[config.mk]
export PLATFORM = sky130hd
export DESIGN_NAME = usac_core
export DESIGN_NICKNAME = d
export VERILOG_FILES = /design/src/design/usac_pkg.sv /design/src/design/usac_core.sv
export SDC_FILE = /design/constraint.sdc
export NUM_CORES = 1
export LEC_CHECK = 0
export ABC_AREA = 1
export ABC_CLOCK_PERIOD_IN_PS = 10050
export BUFFER_PORTS_ARGS = -buffer_cell sky130_fd_sc_hd__buf_2
export CAP_MARGIN = 10
export CORE_MARGIN = 10
export CORE_UTILIZATION = 30
export CTS_CLUSTER_SIZE = 14
export DETAILED_ROUTE_END_ITERATION = 10
export PLACE_DENSITY = 0.51
export SKIP_CTS_REPAIR_TIMING = 1
export SYNTH_ARGS = -nofsm -noshare
export SYNTH_HDL_FRONTEND = slang
export SYNTH_SLANG_ARGS = --single-unit
export TNS_END_PERCENT = 100
[constraint.sdc]
create_clock -name core_clk -period 10.05 [get_ports core_clk]
set_input_delay 1.005 -clock core_clk [delete_from_list [all_inputs] [get_ports core_clk]]
set_output_delay 1.005 -clock core_clk [all_outputs]
set_load 0.05 [all_outputs]
[src/design/usac_pkg.sv]
// constants, field layout and types of the serial transceiver core
package usac_pkg;
    localparam logic [7:0] OFS_CFG = 8'h00;
    localparam logic [7:0] OFS_CTRL = 8'h04;
    localparam logic [7:0] OFS_STAT = 8'h08;
    localparam logic [7:0] OFS_IRQ_ENABLE_SET = 8'h0C;
    localparam logic [7:0] OFS_INTENCLR = 8'h10;
    localparam logic [7:0] OFS_RECEIVE_BUFFER = 8'h14;
    localparam logic [7:0] OFS_RXDATASTAT = 8'h18;
    localparam logic [7:0] OFS_TRANSMIT_BUFFER = 8'h1C;
    localparam logic [7:0] OFS_BRG = 8'h20;
    localparam logic [7:0] OFS_INTSTAT = 8'h24;
    localparam logic [7:0] OFS_CLKDIV = 8'h28;
    localparam logic [7:0] OFS_FRGMULT = 8'h2C;
    localparam logic [7:0] OFS_FRGDIV = 8'h30;
    // configuration fields
    localparam int CFG_EN = 0;
    localparam int CFG_LEN = 2;
    localparam int CFG_PAR = 4;
    localparam int CFG_STOP2 = 6;
    localparam int CFG_FLOW = 9;
    localparam int CFG_SYNC = 11;
    localparam int CFG_CLKPOL = 12;
    localparam int CFG_MASTER = 14;
    localparam int CFG_LOOP = 15;
    localparam int CFG_W = 16;
    // control fields
    localparam int CTRL_TXBRK = 1;
    localparam int CTRL_TXDIS = 6;
    localparam int CTRL_CONTCLK = 9;
    localparam int CTRL_W = 10;
    // status fields
    localparam int ST_RXRDY = 0;
    localparam int ST_RXIDLE = 1;
    localparam int ST_TXRDY = 2;
    localparam int ST_TXIDLE = 3;
    localparam int ST_CTS = 4;
    localparam int ST_DCTS = 5;
    localparam int ST_TXDIS = 6;
    localparam int ST_OVR = 8;
    localparam int ST_RXBRK = 10;
    localparam int ST_DRXBRK = 11;
    localparam int ST_START = 12;
    localparam int ST_FRAME = 13;
    localparam int ST_PARITY = 14;
    localparam int ST_NOISE = 15;
    localparam int ST_UNDER = 16;
    localparam int ST_W = 17;
    // sticky flags, cleared by writing one
    localparam logic [ST_W-1:0] ST_STICKY = 17'h1F920;
    localparam logic [1:0] LEN_7 = 2'h0;
    localparam logic [1:0] LEN_8 = 2'h1;
    localparam logic [1:0] PAR_EVEN = 2'h2;
    localparam logic [7:0] FRGDIV_RST = 8'hFF;
    localparam logic [3:0] OS_LAST = 4'hF;
    localparam logic [3:0] VOTE_A = 4'h7;
    localparam logic [3:0] VOTE_C = 4'h9;
    typedef enum logic {TX_IDLE, TX_SHIFT} usac_tx_t;
    typedef enum logic {RX_IDLE, RX_FRAME} usac_rx_t;
endpackage

[src/design/usac_core.sv]
// serial transceiver core with register port, clocking and line logic
//
// Implementation choices: the register addresses and the strobed register port.
`timescale 1ns/1ps
module usac_core
    import usac_pkg::*;
#(
    parameter int BRG_W = 16
) (
    input wire logic core_clk, // 100 MHz clock
    input wire logic rst, // synchronous reset, high
    input wire logic [7:0] reg_addr, // register byte address
    input wire logic [31:0] reg_wdata, // write data
    input wire logic reg_wr, // write strobe
    input wire logic reg_rd, // read strobe
    output logic [31:0] reg_rdata, // read data, cycle after strobe
    input wire logic serial_in, // receive line
    output logic serial_out, // transmit line
    output logic request_to_send_n, // low: receiver can accept
    input wire logic clear_to_send_n, // low: far end can accept
    input wire logic serial_clock_pin_in, // serial clock pin level
    output logic serial_clock_pin_out, // serial clock driven level
    output logic serial_clock_pin_oe_n, // low while driving clock
    output logic wake_request // raised and enabled event
);
    initial begin
        if (BRG_W < 1 || BRG_W > 16) begin
            $error("usac_core: BRG_W out of range");
        end
    end

    function automatic logic [3:0] data_bits(input logic [1:0] len);
        return (len == LEN_7) ? 4'h7 : (len == LEN_8) ? 4'h8 : 4'h9;
    endfunction

    logic [CFG_W-1:0] cfg;
    logic [CTRL_W-1:0] ctrl;
    logic [ST_W-1:0] flags, inten, stat_vec, set_vec;
    logic [BRG_W-1:0] baud_divider_value, brg_cnt, brg_lim;
    logic [7:0] main_clock_divider, fraction_multiplier, fraction_divider_reg;
    logic [7:0] div_cnt, frac_acc;
    logic frac_owe, div_tick, pclk_tick, baud_tick;
    logic [1:0] rxd_s, cts_s, sck_s;
    logic line_in, cts_in, sclk_view, sclk_prev, sample_edge, shift_edge;
    logic en, sync, master, par_on;
    logic [3:0] nb;
    assign en = cfg[CFG_EN];
    assign sync = cfg[CFG_SYNC];
    assign master = cfg[CFG_MASTER];
    assign par_on = cfg[CFG_PAR+1];
    assign nb = data_bits(cfg[CFG_LEN+:2]);

    // pin synchronisers
    always_ff @(posedge core_clk) begin
        if (rst) begin
            rxd_s <= 2'h3;
            cts_s <= 2'h3;
            sck_s <= 2'h0;
        end else begin
            rxd_s <= {rxd_s[0], serial_in};
            cts_s <= {cts_s[0], clear_to_send_n};
            sck_s <= {sck_s[0], serial_clock_pin_in};
        end
    end
    assign line_in = cfg[CFG_LOOP] ? serial_out : rxd_s[1];
    assign cts_in = cfg[CFG_LOOP] ? request_to_send_n : cts_s[1];
    // slave uses the pin clock, master its own generated clock
    assign sclk_view = master ? serial_clock_pin_out : sck_s[1];

    // fractional generator: m of every 256+m divided ticks are swallowed
    assign div_tick = (main_clock_divider != 8'h00)
        && (div_cnt >= main_clock_divider - 8'h01);
    assign pclk_tick = div_tick && !frac_owe;
    always_ff @(posedge core_clk) begin
        if (rst) begin
            div_cnt <= 8'h00;
            frac_acc <= 8'h00;
            frac_owe <= 1'b0;
        end else begin
            div_cnt <= div_tick ? 8'h00 : div_cnt + 8'h01;
            if (div_tick && frac_owe) begin
                frac_owe <= 1'b0;
            end else if (div_tick) begin
                {frac_owe, frac_acc} <= {1'b0, frac_acc}
                    + {1'b0, fraction_multiplier};
            end
        end
    end

    // baud divider
    assign brg_lim = (baud_divider_value == '0) ? BRG_W'(1)
        : baud_divider_value;
    assign baud_tick = pclk_tick && (brg_cnt >= brg_lim - BRG_W'(1));
    always_ff @(posedge core_clk) begin
        if (rst) begin
            brg_cnt <= '0;
        end else if (baud_tick) begin
            brg_cnt <= '0;
        end else if (pclk_tick) begin
            brg_cnt <= brg_cnt + BRG_W'(1);
        end
    end

    // transmitter
    usac_tx_t tx_state;
    logic [8:0] tx_buf;
    logic tx_full, tx_load, tx_bit_tick, tx_start_ok;
    logic [12:0] tx_shift;
    logic [3:0] tx_cnt, tx_os;
    logic [12:0] next_frame;
    logic next_par;
    always_comb begin
        next_frame = 13'h1FFE;
        next_par = cfg[CFG_PAR];
        for (int i = 0; i < 9; i++) begin
            if (4'(i) < nb) begin
                next_frame[i+1] = tx_buf[i];
                next_par = next_par ^ tx_buf[i];
            end
        end
        if (par_on) begin
            next_frame[nb+4'h1] = next_par;
        end
    end
    assign tx_start_ok = en && tx_full && tx_state == TX_IDLE
        && !ctrl[CTRL_TXDIS]
        && !(cfg[CFG_FLOW] && cts_in);
    // async start waits for the bit counter wrap so the start bit is whole
    assign tx_load = tx_start_ok && (sync || tx_bit_tick);
    assign tx_bit_tick = sync ? shift_edge
        : (baud_tick && tx_os == OS_LAST);
    always_ff @(posedge core_clk) begin
        if (rst) begin
            tx_os <= 4'h0;
        end else if (baud_tick) begin
            tx_os <= tx_os + 4'h1;
        end
    end
    always_ff @(posedge core_clk) begin
        if (rst) begin
            tx_state <= TX_IDLE;
            tx_shift <= 13'h1FFF;
            tx_cnt <= 4'h0;
        end else if (tx_load) begin
            tx_state <= TX_SHIFT;
            tx_shift <= next_frame;
            tx_cnt <= nb + 4'(par_on) + 4'(cfg[CFG_STOP2]) + 4'h2;
        end else if (tx_state == TX_SHIFT && tx_bit_tick) begin
            tx_shift <= {1'b1, tx_shift[12:1]};
            tx_cnt <= tx_cnt - 4'h1;
            if (tx_cnt == 4'h1) begin
                tx_state <= TX_IDLE;
            end
        end
    end
    always_ff @(posedge core_clk) begin
        if (rst) begin
            tx_full <= 1'b0;
            tx_buf <= 9'h000;
        end else if (reg_wr && reg_addr == OFS_TRANSMIT_BUFFER) begin
            tx_full <= 1'b1;
            tx_buf <= reg_wdata[8:0];
        end else if (tx_load) begin
            tx_full <= 1'b0;
        end
    end
    always_ff @(posedge core_clk) begin
        if (rst) begin
            serial_out <= 1'b1;
        end else begin
            serial_out <= !ctrl[CTRL_TXBRK] && tx_shift[0];
        end
    end

    // master clock: idle level first half, sample edge, shift edge at wrap
    always_ff @(posedge core_clk) begin
        if (rst) begin
            serial_clock_pin_out <= 1'b0;
            serial_clock_pin_oe_n <= 1'b1;
            sclk_prev <= 1'b0;
        end else begin
            serial_clock_pin_oe_n <= !(sync && master);
            if (sync && master && (tx_state == TX_SHIFT
                    || ctrl[CTRL_CONTCLK])) begin
                serial_clock_pin_out <= (brg_cnt < (brg_lim >> 1))
                    ? !cfg[CFG_CLKPOL] : cfg[CFG_CLKPOL];
            end else begin
                serial_clock_pin_out <= !cfg[CFG_CLKPOL];
            end
            sclk_prev <= sclk_view;
        end
    end
    assign sample_edge = sync && (sclk_view != sclk_prev)
        && (sclk_view == cfg[CFG_CLKPOL]);
    assign shift_edge = sync && (sclk_view != sclk_prev)
        && (sclk_view != cfg[CFG_CLKPOL]);

    // receiver
    usac_rx_t rx_state;
    logic [3:0] rx_os, rx_idx;
    logic [2:0] votes;
    logic [8:0] rx_data, rx_buf;
    logic rx_par, rx_prev, rx_full, rx_take, rx_done, rx_start;
    logic bit_evt, bit_val, noisy, rx_brk, frame_bad, par_bad, is_brk;
    logic par_exp;
    assign bit_evt = rx_state == RX_FRAME && (sync ? sample_edge
        : (baud_tick && rx_os == VOTE_C));
    assign bit_val = sync ? line_in
        : (votes[0] & votes[1]) | (votes[0] & line_in)
        | (votes[1] & line_in);
    assign noisy = !sync && bit_evt
        && !(votes[0] == votes[1] && votes[1] == line_in);
    assign rx_start = rx_state == RX_IDLE && en && (sync
        ? (sample_edge && !line_in)
        : (baud_tick && rx_prev && !line_in));
    assign par_exp = cfg[CFG_PAR] ^ (^rx_data);
    assign rx_done = bit_evt && rx_idx == nb + 4'(par_on) + 4'h1;
    assign frame_bad = rx_done && !bit_val;
    assign par_bad = rx_done && par_on && rx_par != par_exp;
    assign is_brk = frame_bad && rx_data == 9'h000
        && !(par_on && rx_par);
    always_ff @(posedge core_clk) begin
        if (rst) begin
            rx_state <= RX_IDLE;
            rx_os <= 4'h0;
            rx_idx <= 4'h0;
            rx_prev <= 1'b1;
            votes <= 3'h7;
            rx_data <= 9'h000;
            rx_par <= 1'b0;
        end else begin
            if (baud_tick) begin
                rx_prev <= line_in;
                rx_os <= rx_os + 4'h1;
            end
            if (baud_tick && rx_os >= VOTE_A && rx_os < VOTE_C) begin
                votes <= {votes[1:0], line_in};
            end
            unique case (rx_state)
                RX_IDLE: begin
                    if (rx_start) begin
                        rx_state <= RX_FRAME;
                        rx_os <= 4'h1;
                        rx_data <= 9'h000;
                        rx_idx <= sync ? 4'h1 : 4'h0;
                    end
                end
                RX_FRAME: begin
                    if (bit_evt) begin
                        rx_idx <= rx_idx + 4'h1;
                        if (rx_idx == 4'h0 && bit_val) begin
                            rx_state <= RX_IDLE;
                        end else if (rx_idx != 4'h0 && rx_idx <= nb) begin
                            rx_data[rx_idx-4'h1] <= bit_val;
                        end else if (rx_idx == nb + 4'h1 && par_on) begin
                            rx_par <= bit_val;
                        end
                        if (rx_done) begin
                            rx_state <= RX_IDLE;
                        end
                    end
                end
            endcase
        end
    end
    // ninth bit kept as received; address compare is left to software
    assign rx_take = reg_rd && (reg_addr == OFS_RECEIVE_BUFFER
        || reg_addr == OFS_RXDATASTAT);
    always_ff @(posedge core_clk) begin
        if (rst) begin
            rx_full <= 1'b0;
            rx_buf <= 9'h000;
        end else begin
            rx_full <= rx_done || (rx_full && !rx_take);
            if (rx_done) begin
                rx_buf <= rx_data;
            end
        end
    end
    always_ff @(posedge core_clk) begin
        if (rst) begin
            rx_brk <= 1'b0;
        end else if (is_brk) begin
            rx_brk <= 1'b1;
        end else if (rx_state == RX_IDLE && line_in) begin
            rx_brk <= 1'b0;
        end
    end
    always_ff @(posedge core_clk) begin
        if (rst) begin
            request_to_send_n <= 1'b1;
        end else begin
            request_to_send_n <= rx_full || !en;
        end
    end

    // status and events
    logic cts_prev, brk_prev;
    always_ff @(posedge core_clk) begin
        if (rst) begin
            cts_prev <= 1'b1;
            brk_prev <= 1'b0;
        end else begin
            cts_prev <= cts_in;
            brk_prev <= rx_brk;
        end
    end
    always_comb begin
        set_vec = '0;
        set_vec[ST_DCTS] = cts_in != cts_prev;
        set_vec[ST_OVR] = rx_done && rx_full && !rx_take;
        set_vec[ST_DRXBRK] = rx_brk != brk_prev;
        set_vec[ST_START] = rx_start;
        set_vec[ST_FRAME] = frame_bad;
        set_vec[ST_PARITY] = par_bad;
        set_vec[ST_NOISE] = noisy;
        set_vec[ST_UNDER] = en && sync && !master && shift_edge
            && tx_state == TX_IDLE && !tx_full;
    end
    always_ff @(posedge core_clk) begin
        if (rst) begin
            flags <= '0;
        end else if (reg_wr && reg_addr == OFS_STAT) begin
            // set wins over a same-cycle clear
            flags <= set_vec | (flags & ~reg_wdata[ST_W-1:0]);
        end else begin
            flags <= set_vec | flags;
        end
    end
    always_comb begin
        stat_vec = flags & ST_STICKY;
        stat_vec[ST_RXRDY] = rx_full;
        stat_vec[ST_RXIDLE] = rx_state == RX_IDLE;
        stat_vec[ST_TXRDY] = !tx_full;
        stat_vec[ST_TXIDLE] = tx_state == TX_IDLE;
        stat_vec[ST_CTS] = cts_in;
        stat_vec[ST_TXDIS] = ctrl[CTRL_TXDIS] && tx_state == TX_IDLE;
        stat_vec[ST_RXBRK] = rx_brk;
    end
    always_ff @(posedge core_clk) begin
        if (rst) begin
            wake_request <= 1'b0;
        end else begin
            wake_request <= |(stat_vec & inten);
        end
    end

    // register writes
    always_ff @(posedge core_clk) begin
        if (rst) begin
            cfg <= '0;
            ctrl <= '0;
            inten <= '0;
            baud_divider_value <= '0;
            main_clock_divider <= 8'h00;
            fraction_multiplier <= 8'h00;
            fraction_divider_reg <= FRGDIV_RST;
        end else if (reg_wr) begin
            unique case (reg_addr)
                OFS_CFG: cfg <= reg_wdata[CFG_W-1:0];
                OFS_CTRL: ctrl <= reg_wdata[CTRL_W-1:0];
                OFS_IRQ_ENABLE_SET: inten <= inten | reg_wdata[ST_W-1:0];
                OFS_INTENCLR: inten <= inten & ~reg_wdata[ST_W-1:0];
                OFS_BRG: baud_divider_value <= reg_wdata[BRG_W-1:0];
                OFS_CLKDIV: main_clock_divider <= reg_wdata[7:0];
                OFS_FRGMULT: fraction_multiplier <= reg_wdata[7:0];
                OFS_FRGDIV: fraction_divider_reg <= reg_wdata[7:0];
                default: ;
            endcase
        end
    end

    // register reads, answered in the following cycle
    logic [31:0] next_rdata;
    always_comb begin
        next_rdata = 32'h0000_0000;
        unique case (reg_addr)
            OFS_CFG: next_rdata[CFG_W-1:0] = cfg;
            OFS_CTRL: next_rdata[CTRL_W-1:0] = ctrl;
            OFS_STAT: next_rdata[ST_W-1:0] = stat_vec;
            OFS_IRQ_ENABLE_SET: next_rdata[ST_W-1:0] = inten;
            OFS_RECEIVE_BUFFER: next_rdata[8:0] = rx_buf;
            OFS_RXDATASTAT: begin
                next_rdata[8:0] = rx_buf;
                next_rdata[ST_FRAME] = flags[ST_FRAME];
                next_rdata[ST_PARITY] = flags[ST_PARITY];
                next_rdata[ST_NOISE] = flags[ST_NOISE];
            end
            OFS_TRANSMIT_BUFFER: next_rdata[8:0] = tx_buf;
            OFS_BRG: next_rdata[BRG_W-1:0] = baud_divider_value;
            OFS_INTSTAT: next_rdata[ST_W-1:0] = stat_vec & inten;
            OFS_CLKDIV: next_rdata[7:0] = main_clock_divider;
            OFS_FRGMULT: next_rdata[7:0] = fraction_multiplier;
            OFS_FRGDIV: next_rdata[7:0] = fraction_divider_reg;
            default: next_rdata = 32'h0000_0000;
        endcase
    end
    always_ff @(posedge core_clk) begin
        if (rst) begin
            reg_rdata <= 32'h0000_0000;
        end else begin
            reg_rdata <= reg_rd ? next_rdata : 32'h0000_0000;
        end
    end
endmodule // usac_core

==> results of run 1 <==
routing by layer:
layer	share of wire, %	global-route usage (%)
met4	3.0	5.056
met1	47	20.01
met5	0	0
met3	5.2	2.187
met2	45	24.93
area by class of cell:
cell class / instances / area (um^2)
clock buffers: 39 / 833.3
clock inverters: 11 / 192.7
fillers: 4142 / 25410
inverters: 207 / 778.2
multi-input cells: 1127 / 6337
flip-flops and latches: 220 / 4404
well taps: 518 / 648.1
repair buffers: 60 / 317.8
stage by stage:
step	power (uW)	worst slack, ns	std cells	instance area (um^2)	hold slack (ns)
global route	2143	4.351	2182	13510	0.4250
CTS	2101	4.994	2182	13510	0.4104
floorplan	956.2	6.372	1627	11910	0.3883
global placement	982.4	5.044	2132	12490	0.3954
detailed placement	982.8	5.035	2132	12490	0.3966
finish	2078	5.006	2182	13510	0.4048
Yosys cell counts (all sizes together):
cell type	instances	share of area, %
a21o	3	0.19
clkbuf	39	1.2
conb	1	0.032
fa	1	0.17
ha	74	7.8
nor3b	9	0.57
a21oi	166	7.3
buf	34	2.1
o2111ai	1	0.074
nand4	30	1.6
nand2	281	9.3
a22o	1	0.074
o21a	1	0.063
o21ai	157	6.9
xnor2	14	1.0
o32ai	1	0.074
o211ai	9	0.57
nor3	28	1.4
nor2	129	4.4
a221oi	13	0.96
a41oi	4	0.30
o221ai	3	0.22
nand3	85	3.7
a32oi	1	0.074
a211oi	6	0.38
o22ai	18	0.95
xor2	32	2.4
o21bai	1	0.063
a2111o	1	0.095
clkinv	4	0.13
a31oi	25	1.3
inv	203	6.4
or2	15	0.79
dfxtp	220	37
and3	3	0.16
cells by family after synthesis:
| logic type | synth area share [%] |
|---|---|
| XOR/XNOR | 3.460 |
| AO/OA/AOI/OAI | 19.57 |
| other | 0.03162 |
| buffers and inverters | 9.905 |
| flip-flops | 37.13 |
| AND/OR/NAND/NOR | 21.93 |
| adder cells (fa/ha/maj) | 7.975 |
path summary, 6_finish.rpt:
path,start,endpoint,cells after the start
worst max register to register,baud_divider_value[1]$_SDFFE_PP0P_,tx_shift[8]$_SDFFE_PP1P_,26
worst max-delay path,baud_divider_value[1]$_SDFFE_PP0P_,tx_shift[8]$_SDFFE_PP1P_,26
worst min-delay path,sck_s[0]$_SDFF_PP0_,sck_s[1]$_SDFF_PP0_,2
worst min register to register,sck_s[0]$_SDFF_PP0_,sck_s[1]$_SDFF_PP0_,2
power groups by stage:
stage / registers [uW] / clock network, uW / logic (uW)
2_1_floorplan: 898 / 0 / 58.5
3_3_place_gp: 898 / 0 / 84.5
3_5_place_dp: 898 / 0 / 84.9
4_1_cts: 879 / 1140 / 85.0
5_1_grt: 879 / 1170 / 93.6
6_report: 879 / 1110 / 85.4
critical path: cells and delay by family, from the launching register on:
| family | cells | cell delay [ns] |
|---|---|---|
| and+or+nand+nor | 18 | 3.16 |
| adders and majority gates | 2 | 0.48 |
| buffers and inverters | 4 | 0.44 |
| DFF | 1 | 0.35 |
| AOI/OAI and AO/OA | 1 | 0.25 |
| xor gates and xnor gates | 1 | 0.19 |
==> results.toml, run 1 <==
[worst_setup_path]
required_ns = 10.45
start_kind = "flop"
cp.arrival_ns = 5.44
crit_fanout = 30
path_class = "reg -> reg"
max_stage_delay_ns = 0.39
end_kind = "flop"
r2r_setup_slack_ns = 5.01
critPathSlowestCell = "nand2_2"

[detailed_routing]
wl_per_cell_um = 16.91
dr.first_iter.drc_count = 924
drcViolationCount = 0
vias_per_cell = 4.950
ant_nets = 0
vias = 10800
firstDrtPassIters = 5
drt_wl_total_um = 36900

[layout]
nets = 1766
final_common_cell = "nand2_1"
largest_reg_flops = 17
top_register = "reg_rdata"
drive_gt1_share_pct = 10.58
syn_to_final_growth_pct = 13.91
final_cell_mix = "nand2_1 (271), dfxtp_1 (220), inv_1 (191)"
antenna_cells = 0
postLayoutCoreUtil_pct = 34.72

[clock_network]
worstSkewPairLatency_ns = 0.56
ctsRootBufferMaster = "clkbuf_16"
cts_buffer_depth = 3
clk_pin_slew_worst_paths_ns = 0.06
cts_sinks = 220
cts_tree = "yes"
h-tree-depth = 1
cts_buffers = 28

[floorplan]
die_h_um = 218.8
die_area_um2 = 47890
coreArea_um2 = 38920
rows = 72
ios = 84
initial_core_util_pct = 30.48
die_x_um = 218.8

[place]
place_congestion = 0.9167
io_buffers = 53
dp.final_hpwl_um = 27320

[run]
maxCapViolCount = 0

[synthesis]
syn_area_per_cell_um2 = 7.354
syn_inst = 1613
seq_area_frac_synth_pct = 37.13
synth_seq_cells = 220
synth_warnings = 0
ys_types = 52
synthesis.area_um2 = 11860

[power_and_ir_drop]
comb_power_share_pct = 4.1
power_frac_clock_pct = 53.6
switchingPower_uw = 479.1
p_leak_uw = 0.005583
switching_share_pct = 23.06
p_per_area_nw_per_um2 = 153.8
power_frac_seq_pct = 42.3
p_int_uw = 1599
irDropWorstVdd_v = 0.00007501

[sta]
hold_viol = 0
tightest_slew_ns = 1.138
period_minus_slack_ns = 5.044
tns_ns = 0
rsz0062_at_grt = "no"
timing.final.crit_share_pct = 50.18
setup_viol = 0
worst_clock_skew_ns = 0.01755
fmax_mhz = 198.3
relSlewSlack_pct = 23.64
drv_slew = 0

[global_routing]
grt_first_pass_wirelength_um = 58050
antenna_found_initial = 0
grt_max_degree = 88
gr-total-overflow = 0
first_global_vias = 10390
grtUsageTotal_pct = 15.18

[hold_path]
worstHoldPathType = "reg -> reg"

[status]
status = "completed"
Power figures use the tool's default switching activity.
==> run 2, diff against run 1 <==
--- a/config.mk
+++ b/config.mk
@@ -5,8 +5,8 @@
 export SDC_FILE = /design/constraint.sdc
 export NUM_CORES = 1
 export LEC_CHECK = 0
-export ABC_AREA = 1
-export ABC_CLOCK_PERIOD_IN_PS = 10050
+export ABC_AREA = 0
+export ABC_CLOCK_PERIOD_IN_PS = 4850
 export BUFFER_PORTS_ARGS = -buffer_cell sky130_fd_sc_hd__buf_2
 export CAP_MARGIN = 10
 export CORE_MARGIN = 10
==> constraint.sdc (replaced) <==
create_clock -name core_clk -period 4.85 [get_ports core_clk]
set_input_delay 0.485 -clock core_clk [delete_from_list [all_inputs] [get_ports core_clk]]
set_output_delay 0.485 -clock core_clk [all_outputs]
set_load 0.05 [all_outputs]
==> results.toml, run 2 <==
[status]
status = "completed"

[global_routing]
grtUsageTotal_pct = 15.09
grt_max_degree = 77
gr-total-overflow = 0
grt_first_pass_wirelength_um = 57750
first_global_vias = 9826
antenna_found_initial = 0

[worst_setup_path]
crit_start = "baud_divider_value[15]$_SDFFE_PP0P_"
cp.arrival_ns = 4.78
path_class = "reg -> reg"
required_ns = 5.30
crit_fanout = 15
end_kind = "flop"
start_kind = "flop"
r2r-start = "baud_divider_value[15]$_SDFFE_PP0P_"

[sta]
hold_viol = 0
timing.final.crit_share_pct = 89.28
worst_clock_skew_ns = 0.02262
drv_slew = 0
period_minus_slack_ns = 4.330
setup_viol = 0
rsz0062_at_grt = "no"
tightest_slew_ns = 0.9875
hold_slack_ns = 0.1263
fmax_mhz = 231.0
relSlewSlack_pct = 34.16
setup_ws_ns = 0.5201

[synthesis]
synth-edff-count = 0
synthesis.area_um2 = 11830
ys_types = 80
syn_area_per_cell_um2 = 8.302
async_reset_ff_share_pct = 0
synth_top_area_cell = "dfxtp_1"
yosysMostFrequentCell = "dfxtp_1"
synthTopCellsByCount = "dfxtp_1 (220), nand2_1 (192), a21oi_1 (142), nor2_1 (81), nand3_1 (80)"
seq_area_frac_synth_pct = 37.23
synth_warnings = 0
syn_inst = 1425
synth_seq_cells = 220
synth_area_leaders = "dfxtp_1 (37%), ha_1 (7.8%), nand2_1 (6.1%)"
yosysTopAreaCellShare_pct = 37.23
yosys_most_used_dff = "dfxtp_1"

[floorplan]
coreArea_um2 = 38830
die_x_um = 218.6
die_h_um = 218.6
die_area_um2 = 47780
ios = 84
initial_core_util_pct = 30.47
rows = 72

[clock_network]
cts_sinks = 220
ctsRootBufferMaster = "clkbuf_16"
worstSkewPairLatency_ns = 0.54
clk_pin_slew_worst_paths_ns = 0.06
h-tree-depth = 1
cts_buffer_depth = 3
cts_tree = "yes"
cts_buffers = 26

[layout]
fin_cells = 2001
num-fill-cells = 4064
largest_reg_flops = 17
final_cell_mix = "dfxtp_1 (220), nand2_1 (192), a21oi_1 (142)"
final_common_cell = "dfxtp_1"
postLayoutCoreUtil_pct = 35.06
drive_gt1_share_pct = 11.87
syn_to_final_growth_pct = 15.08
antenna_cells = 0
top_register = "reg_rdata"
nets = 1587

[place]
pre_cts_ws_ns = -0.04491
io_buffers = 53
dp.final_hpwl_um = 27430
place_inst = 1954
place_congestion = 0.9076

[power_and_ir_drop]
switchingPower_uw = 940.0
p_leak_uw = 0.005014
p_per_area_nw_per_um2 = 296.6
power_frac_clock_pct = 50.4
p_int_uw = 3098
comb_power_share_pct = 4.6
switching_share_pct = 23.28
irDropWorstVdd_v = 0.0002333
power_frac_seq_pct = 45.1

[detailed_routing]
firstDrtPassIters = 8
wl_per_cell_um = 18.76
drcViolationCount = 0
drt_wl_total_um = 37530
ant_nets = 0
dr.first_iter.drc_count = 1106
vias = 10580
vias_per_cell = 5.285

[hold_path]
worstHoldPathType = "in -> reg"
worst_hold_startpoint = "clear_to_send_n"

[run]
maxCapViolCount = 0
==> run 2: cells by family (layout without fill, tap and decap cells) <==
family | count (synthesis) | in the layout | synth area share [%]
adder cells (fa/ha/maj) | 75 | 75 | 7.996
XOR/XNOR | 69 | 69 | 5.108
multiplexers | 41 | 41 | 3.554
AND/OR/NAND/NOR | 510 | 510 | 20.48
AO/OA/AOI/OAI | 349 | 349 | 19.67
flip-flops | 220 | 220 | 37.23
other | 1 | 15 | 0.03170
buffers and inverters | 160 | 204 | 5.933
==> run 2: stage by stage <==
step                      total power, uW  cell area, um^2   TNS, ns
after floorplan                      1982            11880         0
after global placement               2039            12670         0
after detailed placement             2041            12670  -0.04491
after CTS                            4088            13560   -0.2156
after global routing                 4170            13610         0
final                                4038            13610         0
==> run 2: path summary, 6_finish.rpt <==
kind | cells past startpoint | endpoint | slack (ns)
hold / removal | 2 | cts_s[0]$_SDFF_PP1_ | 0.13
hold reg to reg | 1 | rxd_s[1]$_SDFF_PP1_ | 0.42
setup reg to reg | 20 | rx_idx[3]$_SDFFE_PP0P_ | 0.52
setup / recovery | 20 | rx_idx[3]$_SDFFE_PP0P_ | 0.52
==> run 2: area by class of cell <==
cell class,instances,area (um^2),area share (%)
multi-input cells,1059,6815,50.06
flip-flops and latches,220,4404,32.35
clock buffers,34,752.0,5.523
well taps,518,648.1,4.761
repair buffers,97,623.1,4.577
inverters,61,229.0,1.682
clock inverters,12,142.6,1.048
==> run 2: metal layers <==
metal / wire length, um / global-route usage [%]
met1: 17560 / 21.57
met2: 16360 / 22.98
met3: 2808 / 2.624
met4: 802 / 3.495
met5: 0 / 0
==> run 2: power groups by stage <==
| stage | sequential (uW) | combinational, uW | clock [uW] |
|---|---|---|---|
| detailed placement | 1860 | 181 | 0 |
| floorplan | 1860 | 122 | 0 |
| global route | 1820 | 196 | 2150 |
| CTS | 1820 | 181 | 2090 |
| finish | 1820 | 184 | 2030 |
| global placement | 1860 | 179 | 0 |
==> run 2: critical path: stages, from the launching register on <==
cell	delay, ns
dfxtp_1	0.40
inv_1	0.10
nand4_1	0.16
nor4_4	0.07
a21oi_1	0.19
ha_1	0.21
nand3_1	0.14
nor3_2	0.25
nand2_1	0.16
nor4_1	0.25
xnor2_1	0.12
ha_1	0.28
nand4_1	0.13
nor2_1	0.17
o2111ai_1	0.13
o21ai_2	0.38
buf_4	0.28
a31oi_4	0.11
buf_12	0.19
or3_1	0.34
a21boi_0	0.15
